<file path="config.mk">
export PLATFORM = sky130hd
export DESIGN_NAME = cobr_regs
export DESIGN_NICKNAME = d
export VERILOG_FILES = /design/src/cobr_pkg.sv /design/src/cobr_decode.sv /design/src/cobr_route.sv /design/src/cobr_regs.sv
export SDC_FILE = /design/constraint.sdc
export NUM_CORES = 1
export LEC_CHECK = 0
export ABC_AREA = 0
export BUFFER_PORTS_ARGS = -buffer_cell sky130_fd_sc_hd__buf_2
export CAP_MARGIN = 20
export CELL_PAD_IN_SITES_DETAIL_PLACEMENT = 0
export CELL_PAD_IN_SITES_GLOBAL_PLACEMENT = 1
export CORE_ASPECT_RATIO = 1.1
export CORE_UTILIZATION = 41
export CTS_CLUSTER_DIAMETER = 200
export DETAILED_ROUTE_END_ITERATION = 10
export PLACE_DENSITY_LB_ADDON = 0.1
export SLEW_MARGIN = 20
export SYNTH_ARGS = -nofsm -noshare
export SYNTH_HDL_FRONTEND = slang
export SYNTH_SLANG_ARGS = --single-unit
</file>
<file path="constraint.sdc">
create_clock -name aclk -period 7.3 [get_ports aclk]
set_input_delay 0.73 -clock aclk [delete_from_list [all_inputs] [get_ports aclk]]
set_output_delay 0.73 -clock aclk [all_outputs]
set_load 0.005 [all_outputs]
</file>
<file path="src/cobr_pkg.sv">
// cobr_pkg: register map, field positions and reset values of the
// codec output and bypass control bank.
// assumes an AXI4-Lite slave with 32-bit data, one register per word.
package cobr_pkg;

    ////////////////////////////////////////////////////////////////////////
    // register indices, byte address is four times the index
    localparam logic [7:0] IDX_CLICK_GUARD    = 8'h29;
    localparam logic [7:0] IDX_BYPASS_ROUTE   = 8'h2A;
    localparam logic [7:0] IDX_BYPASS_VOL_CH0 = 8'h2B;
    localparam logic [7:0] IDX_BYPASS_VOL_CH1 = 8'h2C;
    localparam logic [7:0] IDX_BIAS_SUPPLY    = 8'h2D;
    localparam logic [7:0] IDX_CONV_OUT       = 8'h2E;
    localparam logic [7:0] IDX_OUT0_ATTEN     = 8'h2F;
    localparam int         NUM_REGS           = 7;
    localparam int         ADDR_W             = 10;

    ////////////////////////////////////////////////////////////////////////
    // reset values
    localparam logic [7:0] RST_CLICK_GUARD = 8'h3F;
    localparam logic [7:0] RST_ZERO        = 8'h00;
    localparam logic [7:0] RST_CONV_OUT    = 8'h18;

    ////////////////////////////////////////////////////////////////////////
    // field positions
    localparam int POS_HEADOUT1_GUARD = 5;
    localparam int POS_HEADOUT0_GUARD = 4;
    localparam int POS_BIAS1_ON       = 5;
    localparam int POS_BIAS0_ON       = 4;
    localparam int POS_BIAS1_LEVEL    = 1;
    localparam int POS_BIAS0_LEVEL    = 0;
    localparam int POS_CONV_POL       = 5;
    localparam int POS_CONV1_SILENCE  = 4;
    localparam int POS_CONV0_SILENCE  = 3;
    localparam int POS_CONV1_POWER    = 1;
    localparam int POS_CONV0_POWER    = 0;

    ////////////////////////////////////////////////////////////////////////
    // bypass route encodings
    localparam logic [1:0] ROUTE_NONE = 2'h0;
    localparam logic [1:0] ROUTE_CH0  = 2'h1;
    localparam logic [1:0] ROUTE_CH1  = 2'h2;
    localparam logic [1:0] ROUTE_BOTH = 2'h3;

    // axi response codes
    localparam logic [1:0] RESP_OKAY   = 2'h0;
    localparam logic [1:0] RESP_SLVERR = 2'h2;

    // bypass volume step, thousandths of a dB per code
    localparam int ATTEN_STEP_MDB = 375;

endpackage

</file>
<file path="src/cobr_decode.sv">
// cobr_decode: maps an AXI byte address to a register slot.
// assumes word-aligned addresses; any other address is unmapped.
`timescale 1ns/1ps
module cobr_decode
(
    // address in
    input  wire logic [cobr_pkg::ADDR_W-1:0] addr,
    // slot out
    output logic      [2:0]                  slot,
    output logic                             hit
);

    // word index check against the bank window
    always_comb
    begin
        logic [7:0] idx;
        idx  = addr[cobr_pkg::ADDR_W-1:2];
        hit  = (addr[1:0] == 2'h0) && (idx >= cobr_pkg::IDX_CLICK_GUARD)
               && (idx <= cobr_pkg::IDX_OUT0_ATTEN);
        slot = 3'(idx - cobr_pkg::IDX_CLICK_GUARD);
    end

endmodule

</file>
<file path="src/cobr_route.sv">
// cobr_route: turns the bypass route code into per-channel enables.
// assumes the code is a stable register value.
`timescale 1ns/1ps
module cobr_route
(
    // route code
    input  wire logic [1:0] route_sel,
    // per-channel bypass enables
    output logic            ch0_on,
    output logic            ch1_on
);

    // 01 feeds channel 0, 10 channel 1, 11 both
    always_comb
    begin
        ch0_on = (route_sel == cobr_pkg::ROUTE_CH0) ||
                 (route_sel == cobr_pkg::ROUTE_BOTH);
        ch1_on = (route_sel == cobr_pkg::ROUTE_CH1) ||
                 (route_sel == cobr_pkg::ROUTE_BOTH);
    end

endmodule

</file>
<file path="src/cobr_regs.sv">
// cobr_regs: codec output, bias and bypass control register bank.
// assumes an AXI4-Lite master on aclk; outputs feed analog control lines.
//
// Chosen here: register access over AXI4-Lite.
`timescale 1ns/1ps

module cobr_regs
(
    // clock and reset
    input  wire logic                         aclk,
    input  wire logic                         aresetn,
    // write address channel
    input  wire logic [cobr_pkg::ADDR_W-1:0]  s_axi_awaddr,
    input  wire logic [2:0]                   s_axi_awprot,
    input  wire logic                         s_axi_awvalid,
    output logic                              s_axi_awready,
    // write data channel
    input  wire logic [31:0]                  s_axi_wdata,
    input  wire logic [3:0]                   s_axi_wstrb,
    input  wire logic                         s_axi_wvalid,
    output logic                              s_axi_wready,
    // write response channel
    output logic [1:0]                        s_axi_bresp,
    output logic                              s_axi_bvalid,
    input  wire logic                         s_axi_bready,
    // read address channel
    input  wire logic [cobr_pkg::ADDR_W-1:0]  s_axi_araddr,
    input  wire logic [2:0]                   s_axi_arprot,
    input  wire logic                         s_axi_arvalid,
    output logic                              s_axi_arready,
    // read data channel
    output logic [31:0]                       s_axi_rdata,
    output logic [1:0]                        s_axi_rresp,
    output logic                              s_axi_rvalid,
    input  wire logic                         s_axi_rready,
    // click guard disables
    output logic                              headout1_click_guard_off,
    output logic                              headout0_click_guard_off,
    output logic [3:0]                        amp_click_guard_off,
    // bypass route
    output logic [1:0]                        bypass_route_sel,
    output logic                              bypass_ch0_on,
    output logic                              bypass_ch1_on,
    output logic [7:0]                        bypass_vol_ch0,
    output logic [7:0]                        bypass_vol_ch1,
    // microphone bias
    output logic                              bias1_output_on,
    output logic                              bias0_output_on,
    output logic                              bias1_level_sel,
    output logic                              bias0_level_sel,
    // converter control
    output logic                              conv_polarity_invert,
    output logic                              conv1_silence,
    output logic                              conv0_silence,
    output logic                              conv1_power_on,
    output logic                              conv0_power_on,
    output logic [7:0]                        conv0_attenuation
);

    ////////////////////////////////////////////////////////////////////////
    // write channel state
    typedef enum logic [2:0]
    {
        COBR_WR_IDLE = 3'b001,
        COBR_WR_HOLD = 3'b010,
        COBR_WR_RESP = 3'b100
    } cobr_wr_e;

    cobr_wr_e                         wr_st_q, wr_st_d;
    logic                             aw_have_q, aw_have_d;
    logic                             w_have_q, w_have_d;
    logic [cobr_pkg::ADDR_W-1:0]      awaddr_q, awaddr_d;
    logic [7:0]                       wbyte_q, wbyte_d;
    logic                             wlane_q, wlane_d;
    logic [1:0]                       bresp_q, bresp_d;
    logic [7:0]                       regs_q [cobr_pkg::NUM_REGS];
    logic [7:0]                       regs_d [cobr_pkg::NUM_REGS];
    logic                             awready_q, awready_d;
    logic                             wready_q, wready_d;
    logic                             bvalid_q, bvalid_d;

    // read channel state
    logic                             rvalid_q, rvalid_d;
    logic [31:0]                      rdata_q, rdata_d;
    logic [1:0]                       rresp_q, rresp_d;
    logic                             arready_q, arready_d;

    // outputs registered
    logic                             ch0_on_c, ch1_on_c;
    logic                             ch0_on_q, ch1_on_q;

    // decode results
    logic [2:0]                       wslot, rslot;
    logic                             whit, rhit;

    ////////////////////////////////////////////////////////////////////////
    // bank slot of a register index, slot 0 is the first in the window
    function automatic int slot_of(input logic [7:0] idx);
        slot_of = int'(idx) - int'(cobr_pkg::IDX_CLICK_GUARD);
    endfunction

    // slots of the seven registers, kept in step with the index map
    localparam int SLOT_GUARD   = slot_of(cobr_pkg::IDX_CLICK_GUARD);
    localparam int SLOT_ROUTE   = slot_of(cobr_pkg::IDX_BYPASS_ROUTE);
    localparam int SLOT_VOL_CH0 = slot_of(cobr_pkg::IDX_BYPASS_VOL_CH0);
    localparam int SLOT_VOL_CH1 = slot_of(cobr_pkg::IDX_BYPASS_VOL_CH1);
    localparam int SLOT_BIAS    = slot_of(cobr_pkg::IDX_BIAS_SUPPLY);
    localparam int SLOT_CONV    = slot_of(cobr_pkg::IDX_CONV_OUT);
    localparam int SLOT_ATTEN   = slot_of(cobr_pkg::IDX_OUT0_ATTEN);

    ////////////////////////////////////////////////////////////////////////
    // address decoders
    cobr_decode u_wdec
    (
        .addr (awaddr_q),
        .slot (wslot),
        .hit  (whit)
    );

    cobr_decode u_rdec
    (
        .addr (s_axi_araddr),
        .slot (rslot),
        .hit  (rhit)
    );

    // route code to per-channel enables
    cobr_route u_route
    (
        .route_sel (regs_q[SLOT_ROUTE][1:0]),
        .ch0_on    (ch0_on_c),
        .ch1_on    (ch1_on_c)
    );

    // reset value of a slot
    function automatic logic [7:0] reset_of(input int slot);
        case (slot)
            SLOT_GUARD: reset_of = cobr_pkg::RST_CLICK_GUARD;
            SLOT_CONV:  reset_of = cobr_pkg::RST_CONV_OUT;
            default: reset_of = cobr_pkg::RST_ZERO;
        endcase
    endfunction

    ////////////////////////////////////////////////////////////////////////
    // write path: address and data taken in either order, then response
    always_comb
    begin
        wr_st_d   = wr_st_q;
        aw_have_d = aw_have_q;
        w_have_d  = w_have_q;
        awaddr_d  = awaddr_q;
        wbyte_d   = wbyte_q;
        wlane_d   = wlane_q;
        bresp_d   = bresp_q;
        regs_d    = regs_q;
        case (wr_st_q)
            COBR_WR_IDLE, COBR_WR_HOLD:
            begin
                if (s_axi_awvalid && !aw_have_q)
                begin
                    aw_have_d = 1'b1;
                    awaddr_d  = s_axi_awaddr;
                end
                if (s_axi_wvalid && !w_have_q)
                begin
                    w_have_d = 1'b1;
                    wbyte_d  = s_axi_wdata[7:0];
                    wlane_d  = s_axi_wstrb[0];
                end
                wr_st_d = (aw_have_d && w_have_d) ? COBR_WR_HOLD
                                                  : COBR_WR_IDLE;
                if (aw_have_q && w_have_q)
                begin
                    // full byte store, reserved bits kept as written
                    if (whit && wlane_q)
                        regs_d[wslot] = wbyte_q;
                    bresp_d   = whit ? cobr_pkg::RESP_OKAY
                                     : cobr_pkg::RESP_SLVERR;
                    aw_have_d = 1'b0;
                    w_have_d  = 1'b0;
                    wr_st_d   = COBR_WR_RESP;
                end
            end
            COBR_WR_RESP:
            begin
                if (s_axi_bready)
                    wr_st_d = COBR_WR_IDLE;
            end
            default:
            begin
                wr_st_d = COBR_WR_IDLE;
            end
        endcase
        // handshake lines leave flops, so they follow the next state
        awready_d = (wr_st_d != COBR_WR_RESP) && !aw_have_d;
        wready_d  = (wr_st_d != COBR_WR_RESP) && !w_have_d;
        bvalid_d  = (wr_st_d == COBR_WR_RESP);
    end

    // write path registers
    always_ff @(posedge aclk)
    begin
        if (!aresetn)
        begin
            wr_st_q   <= COBR_WR_IDLE;
            aw_have_q <= 1'b0;
            w_have_q  <= 1'b0;
            awaddr_q  <= '0;
            wbyte_q   <= 8'h00;
            wlane_q   <= 1'b0;
            bresp_q   <= cobr_pkg::RESP_OKAY;
            awready_q <= 1'b1;
            wready_q  <= 1'b1;
            bvalid_q  <= 1'b0;
            for (int i = 0; i < cobr_pkg::NUM_REGS; i++)
                regs_q[i] <= reset_of(i);
        end
        else
        begin
            wr_st_q   <= wr_st_d;
            aw_have_q <= aw_have_d;
            w_have_q  <= w_have_d;
            awaddr_q  <= awaddr_d;
            wbyte_q   <= wbyte_d;
            wlane_q   <= wlane_d;
            bresp_q   <= bresp_d;
            awready_q <= awready_d;
            wready_q  <= wready_d;
            bvalid_q  <= bvalid_d;
            regs_q    <= regs_d;
        end
    end

    // write handshake outputs straight from flops
    assign s_axi_awready = awready_q;
    assign s_axi_wready  = wready_q;
    assign s_axi_bvalid  = bvalid_q;
    assign s_axi_bresp   = bresp_q;

    ////////////////////////////////////////////////////////////////////////
    // read path: one read at a time, answer one cycle after the address
    always_comb
    begin
        rvalid_d  = rvalid_q;
        rdata_d   = rdata_q;
        rresp_d   = rresp_q;
        arready_d = arready_q;
        if (rvalid_q)
        begin
            if (s_axi_rready)
            begin
                rvalid_d  = 1'b0;
                arready_d = 1'b1;
            end
        end
        else if (s_axi_arvalid && arready_q)
        begin
            rvalid_d  = 1'b1;
            arready_d = 1'b0;
            rdata_d   = rhit ? {24'h000000, regs_q[rslot]}
                             : 32'h00000000;
            rresp_d   = rhit ? cobr_pkg::RESP_OKAY
                             : cobr_pkg::RESP_SLVERR;
        end
    end

    // read path registers
    always_ff @(posedge aclk)
    begin
        if (!aresetn)
        begin
            rvalid_q  <= 1'b0;
            rdata_q   <= 32'h00000000;
            rresp_q   <= cobr_pkg::RESP_OKAY;
            arready_q <= 1'b1;
        end
        else
        begin
            rvalid_q  <= rvalid_d;
            rdata_q   <= rdata_d;
            rresp_q   <= rresp_d;
            arready_q <= arready_d;
        end
    end

    assign s_axi_arready = arready_q;
    assign s_axi_rvalid  = rvalid_q;
    assign s_axi_rdata   = rdata_q;
    assign s_axi_rresp   = rresp_q;

    ////////////////////////////////////////////////////////////////////////
    // registered route enables
    always_ff @(posedge aclk)
    begin
        if (!aresetn)
        begin
            ch0_on_q <= 1'b0;
            ch1_on_q <= 1'b0;
        end
        else
        begin
            ch0_on_q <= ch0_on_c;
            ch1_on_q <= ch1_on_c;
        end
    end

    // click guard disables for the two output stages and four amplifiers
    assign headout1_click_guard_off =
        regs_q[SLOT_GUARD][cobr_pkg::POS_HEADOUT1_GUARD];
    assign headout0_click_guard_off =
        regs_q[SLOT_GUARD][cobr_pkg::POS_HEADOUT0_GUARD];
    assign amp_click_guard_off      = regs_q[SLOT_GUARD][3:0];

    // bypass route, its enables one cycle behind the code, and volumes
    assign bypass_route_sel         = regs_q[SLOT_ROUTE][1:0];
    assign bypass_ch0_on            = ch0_on_q;
    assign bypass_ch1_on            = ch1_on_q;
    assign bypass_vol_ch0           = regs_q[SLOT_VOL_CH0];
    assign bypass_vol_ch1           = regs_q[SLOT_VOL_CH1];

    // microphone bias enables and level selects
    assign bias1_output_on =
        regs_q[SLOT_BIAS][cobr_pkg::POS_BIAS1_ON];
    assign bias0_output_on =
        regs_q[SLOT_BIAS][cobr_pkg::POS_BIAS0_ON];
    assign bias1_level_sel =
        regs_q[SLOT_BIAS][cobr_pkg::POS_BIAS1_LEVEL];
    assign bias0_level_sel =
        regs_q[SLOT_BIAS][cobr_pkg::POS_BIAS0_LEVEL];

    // converter polarity, silence and power, and output 0 attenuation
    assign conv_polarity_invert =
        regs_q[SLOT_CONV][cobr_pkg::POS_CONV_POL];
    assign conv1_silence =
        regs_q[SLOT_CONV][cobr_pkg::POS_CONV1_SILENCE];
    assign conv0_silence =
        regs_q[SLOT_CONV][cobr_pkg::POS_CONV0_SILENCE];
    assign conv1_power_on =
        regs_q[SLOT_CONV][cobr_pkg::POS_CONV1_POWER];
    assign conv0_power_on =
        regs_q[SLOT_CONV][cobr_pkg::POS_CONV0_POWER];
    assign conv0_attenuation        = regs_q[SLOT_ATTEN];

endmodule

</file>
==> summary.txt <==
Final layout
  • Commonest non-fill, non-tap cell in the layout: dfxtp_1
  • Antenna fix cells: 0
  • Area grow syn2layout: 13.0%
  • NumNets Final: 604
  • Commonest non-fill, non-tap cells in the layout: dfxtp_1, buf_2, mux2i_1
  • Share of layout cells above drive strength 1: 0.287

CTS
  • Number of setup buffers added after CTS: 0
  • Max H-tree Level: 3
  • Clock sink count: 97
  • Hold Buf Count CTS: 0
  • CTS root buffer: clkbuf_16
  • Inserted Clock Buffers: 9
  • CTS tree: built
  • Clk Latency, worst-skew pair: 340 ps
  • Clk slew on worst S/H paths: 60 ps
  • Clock Path Buffers: 2
  • Resized Gates After CTS: 0

Logic synthesis
  • Mapped cell area: 4610 um2
  • Register area share after synthesis: 0.421
  • Post-synth EDFFs: 0
  • Synth Warn #: 0
  • Synth top area share: 0.421
  • Mapped Cells: 475
  • Synth area leaders: dfxtp_1, mux2i_1, buf_4, mux2_2, nand2_1
  • Synth area leader: dfxtp_1
  • FFs w/ async S/R, synth: 0
  • Top FF cell, synth: dfxtp_1
  • Yosys reg bits: 97
  • Count of cell types in the netlist: 49
  • Syn_area_per_cell: 9.71 um2

Timing
  • Final hold vios: 0
  • Minimum hold slack: 454 ps
  • Pins Over Slew Limit: 0
  • Slew @ Worst Pin: 875 ps
  • Fmax: 0.384 GHz
  • Final setup fails: 0
  • Setup TNS: 0 ps
  • Slew HR: 0.412
  • Clock Skew: 6.76 ps
  • Period utilization: 0.357
  • RSZ-0062 raised after global routing: false
  • Post-layout min period: 2610 ps

Global routing
  • Tot GR Track Use: 0.177
  • Global route total overflow: 0
  • Initial antenna violation count: 0
  • Vias in the first global route: 3078
  • Largest net degree at the start of global routing: 70
  • First-pass GRT wire length: 15900 um

Floorplanning
  • Die area: 11700 um2
  • Initial core utilization: 0.421
  • Die X: 103 um
  • Die Span Y: 113 um
  • FP Rows: 40
  • I/O Pins: 153
  • Core Area: 11000 um2

Critical path
  • CP top delay family: compound AO/OA/AOI/OAI gates
  • Crit path required time: 7560 ps
  • Reg2reg start: awaddr_q[2]
  • Worst stage delay on the critical path: 750 ps
  • Slowest cell on the critical path: a2111oi_2
  • Critical path startpoint category: input port
  • FF-to-FF End: bypass_vol_ch1[6]
  • Internal reg-to-reg setup slack: 4810 ps
  • Buf+Inv Stages, Crit Path: 2
  • Setup Crit Path Kind: in2reg
  • CP Max Fanout: 69
  • Crit end category: register
  • Crit-path cells: buf_2 > buf_4 > nand4b_1 > a2111oi_2 > o221ai_1 > o21ai_0
  • Reg2reg path depth: 6
  • Worst Path Arrival: 2870 ps

Min path
  • Worst hold start: s_axi_rdata[6]
  • Hold Crit Depth: 2
  • Worst hold path class: reg2reg
  • Hold Path Sink: s_axi_rdata[6]

Routing
  • DRT Pass-1 Iters: 4
  • Via count: 3323
  • DRC errors left: 0
  • WL final: 9970 um
  • Drt via density: 4.87
  • DR WL/cell: 14.6 um
  • Initial DRC Count: 71
  • Antenna-violating nets left: 0

Pwr
  • Pleak: 2.51 nW
  • Peak VDD IR: 108 uV
  • Power per Cell Area: 228 nW/um2

Place
  • IO buf count: 93
  • Routability cong.: 0.762
  • Dpl hpwl: 7330 um

Run status
  • Status: finished clean

Run
  • Max-cap viol count: 0
-- logic make-up after synthesis --
family	after synthesis	share of synthesized area
simple gates	145	0.159
flops	97	0.421
mux	95	0.213
buf+inv	85	0.118
compound gates	44	0.0700
fa+ha+maj	4	0.0108
xor+xnor	4	0.00759
other cells	1	0.000813
-- per-stage QoR --
stage	total power [mW]	worst slack (ps)	cells	utilization	cell area, um2
final	1.19	4690	683	0.476	5210
after global routing	1.25	4470	683	0.476	5210
after CTS	1.21	4630	683	0.476	5210
after detailed placement	0.717	4290	667	0.447	4900
after global placement	0.716	4300	667	0.447	4900
after floorplan	0.685	4500	500	-	4710
-- routing by layer --
layer | GRT usage | share of wire | up-vias
li1 | - | - | 1691
met1 | 0.239 | 0.47 | 1555
met2 | 0.282 | 0.48 | 66
met3 | 0.0278 | 0.032 | 11
met4 | 0.0695 | 0.014 | 0
met5 | 0 | 0 | -
-- power by group --
group | internal [mW] | total [mW] | leakage [nW] | switching, mW
sequential | 0.548 | 0.563 | 0.786 | 0.0155
clock | 0.293 | 0.486 | 0.151 | 0.193
combinational | 0.0593 | 0.141 | 1.57 | 0.0822
-- synthesized netlist by cell type, types with 2 or more instances --
cell type and number:
nor4_1 2, nor2_1 34, a221oi_1 8, buf_4 57, o31ai_1 6, ha_1 4, a21boi_0 2, nor3_1 4
o21ai_0 10, and2_1 3, xnor2_1 3, clkbuf_1 15, o221ai_1 8, nand3_1 4, nand2_1 68, nand4_2 5
dfxtp_1 97, buf_2 3, nor4b_1 3, inv_1 7, nand4_1 5, mux2i_1 71, o21a_1 2, or3b_2 2
a21oi_1 4, mux2_2 24, and3_1 2
-- registers in the layout, summed over array words and instances, names as in the netlist, 2 cells and up --
register / flops
regs_q: 15
awaddr_q: 10
bypass_vol_ch0: 8
bypass_vol_ch1: 8
conv0_attenuation: 8
s_axi_rdata: 8
wbyte_q: 8
amp_click_guard_off: 4
wr_st_q: 3
bypass_route_sel: 2
-- layout make-up --
class / count / area (um2)
repair buffers: 98 / 503
clock inverters: 4 / 50.0
flip-flops and latches: 97 / 1940
well taps: 147 / 184
fillers: 1109 / 5750
clock buffers: 12 / 267
multi-input cells: 318 / 2240
inverters: 7 / 26.3
-- tightest hold or removal path: stages (launching register included) --
cell and delay [ps]:
dfxtp_1 320, nand2_1 40, o21ai_0 50
-- worst max path at each step --
stage | from | to | slack [ps] | depth (start not counted)
global placement | aresetn | s_axi_rdata[3] | 4300 | 6
global route | aresetn | s_axi_rdata[3] | 4470 | 6
floorplan | s_axi_araddr[2] | s_axi_rdata[3] | 4500 | 8
finish | aresetn | s_axi_rdata[3] | 4690 | 6
detailed placement | aresetn | s_axi_rdata[3] | 4290 | 6
CTS | aresetn | s_axi_rdata[3] | 4630 | 6
(Power assumes the default switching activity.)
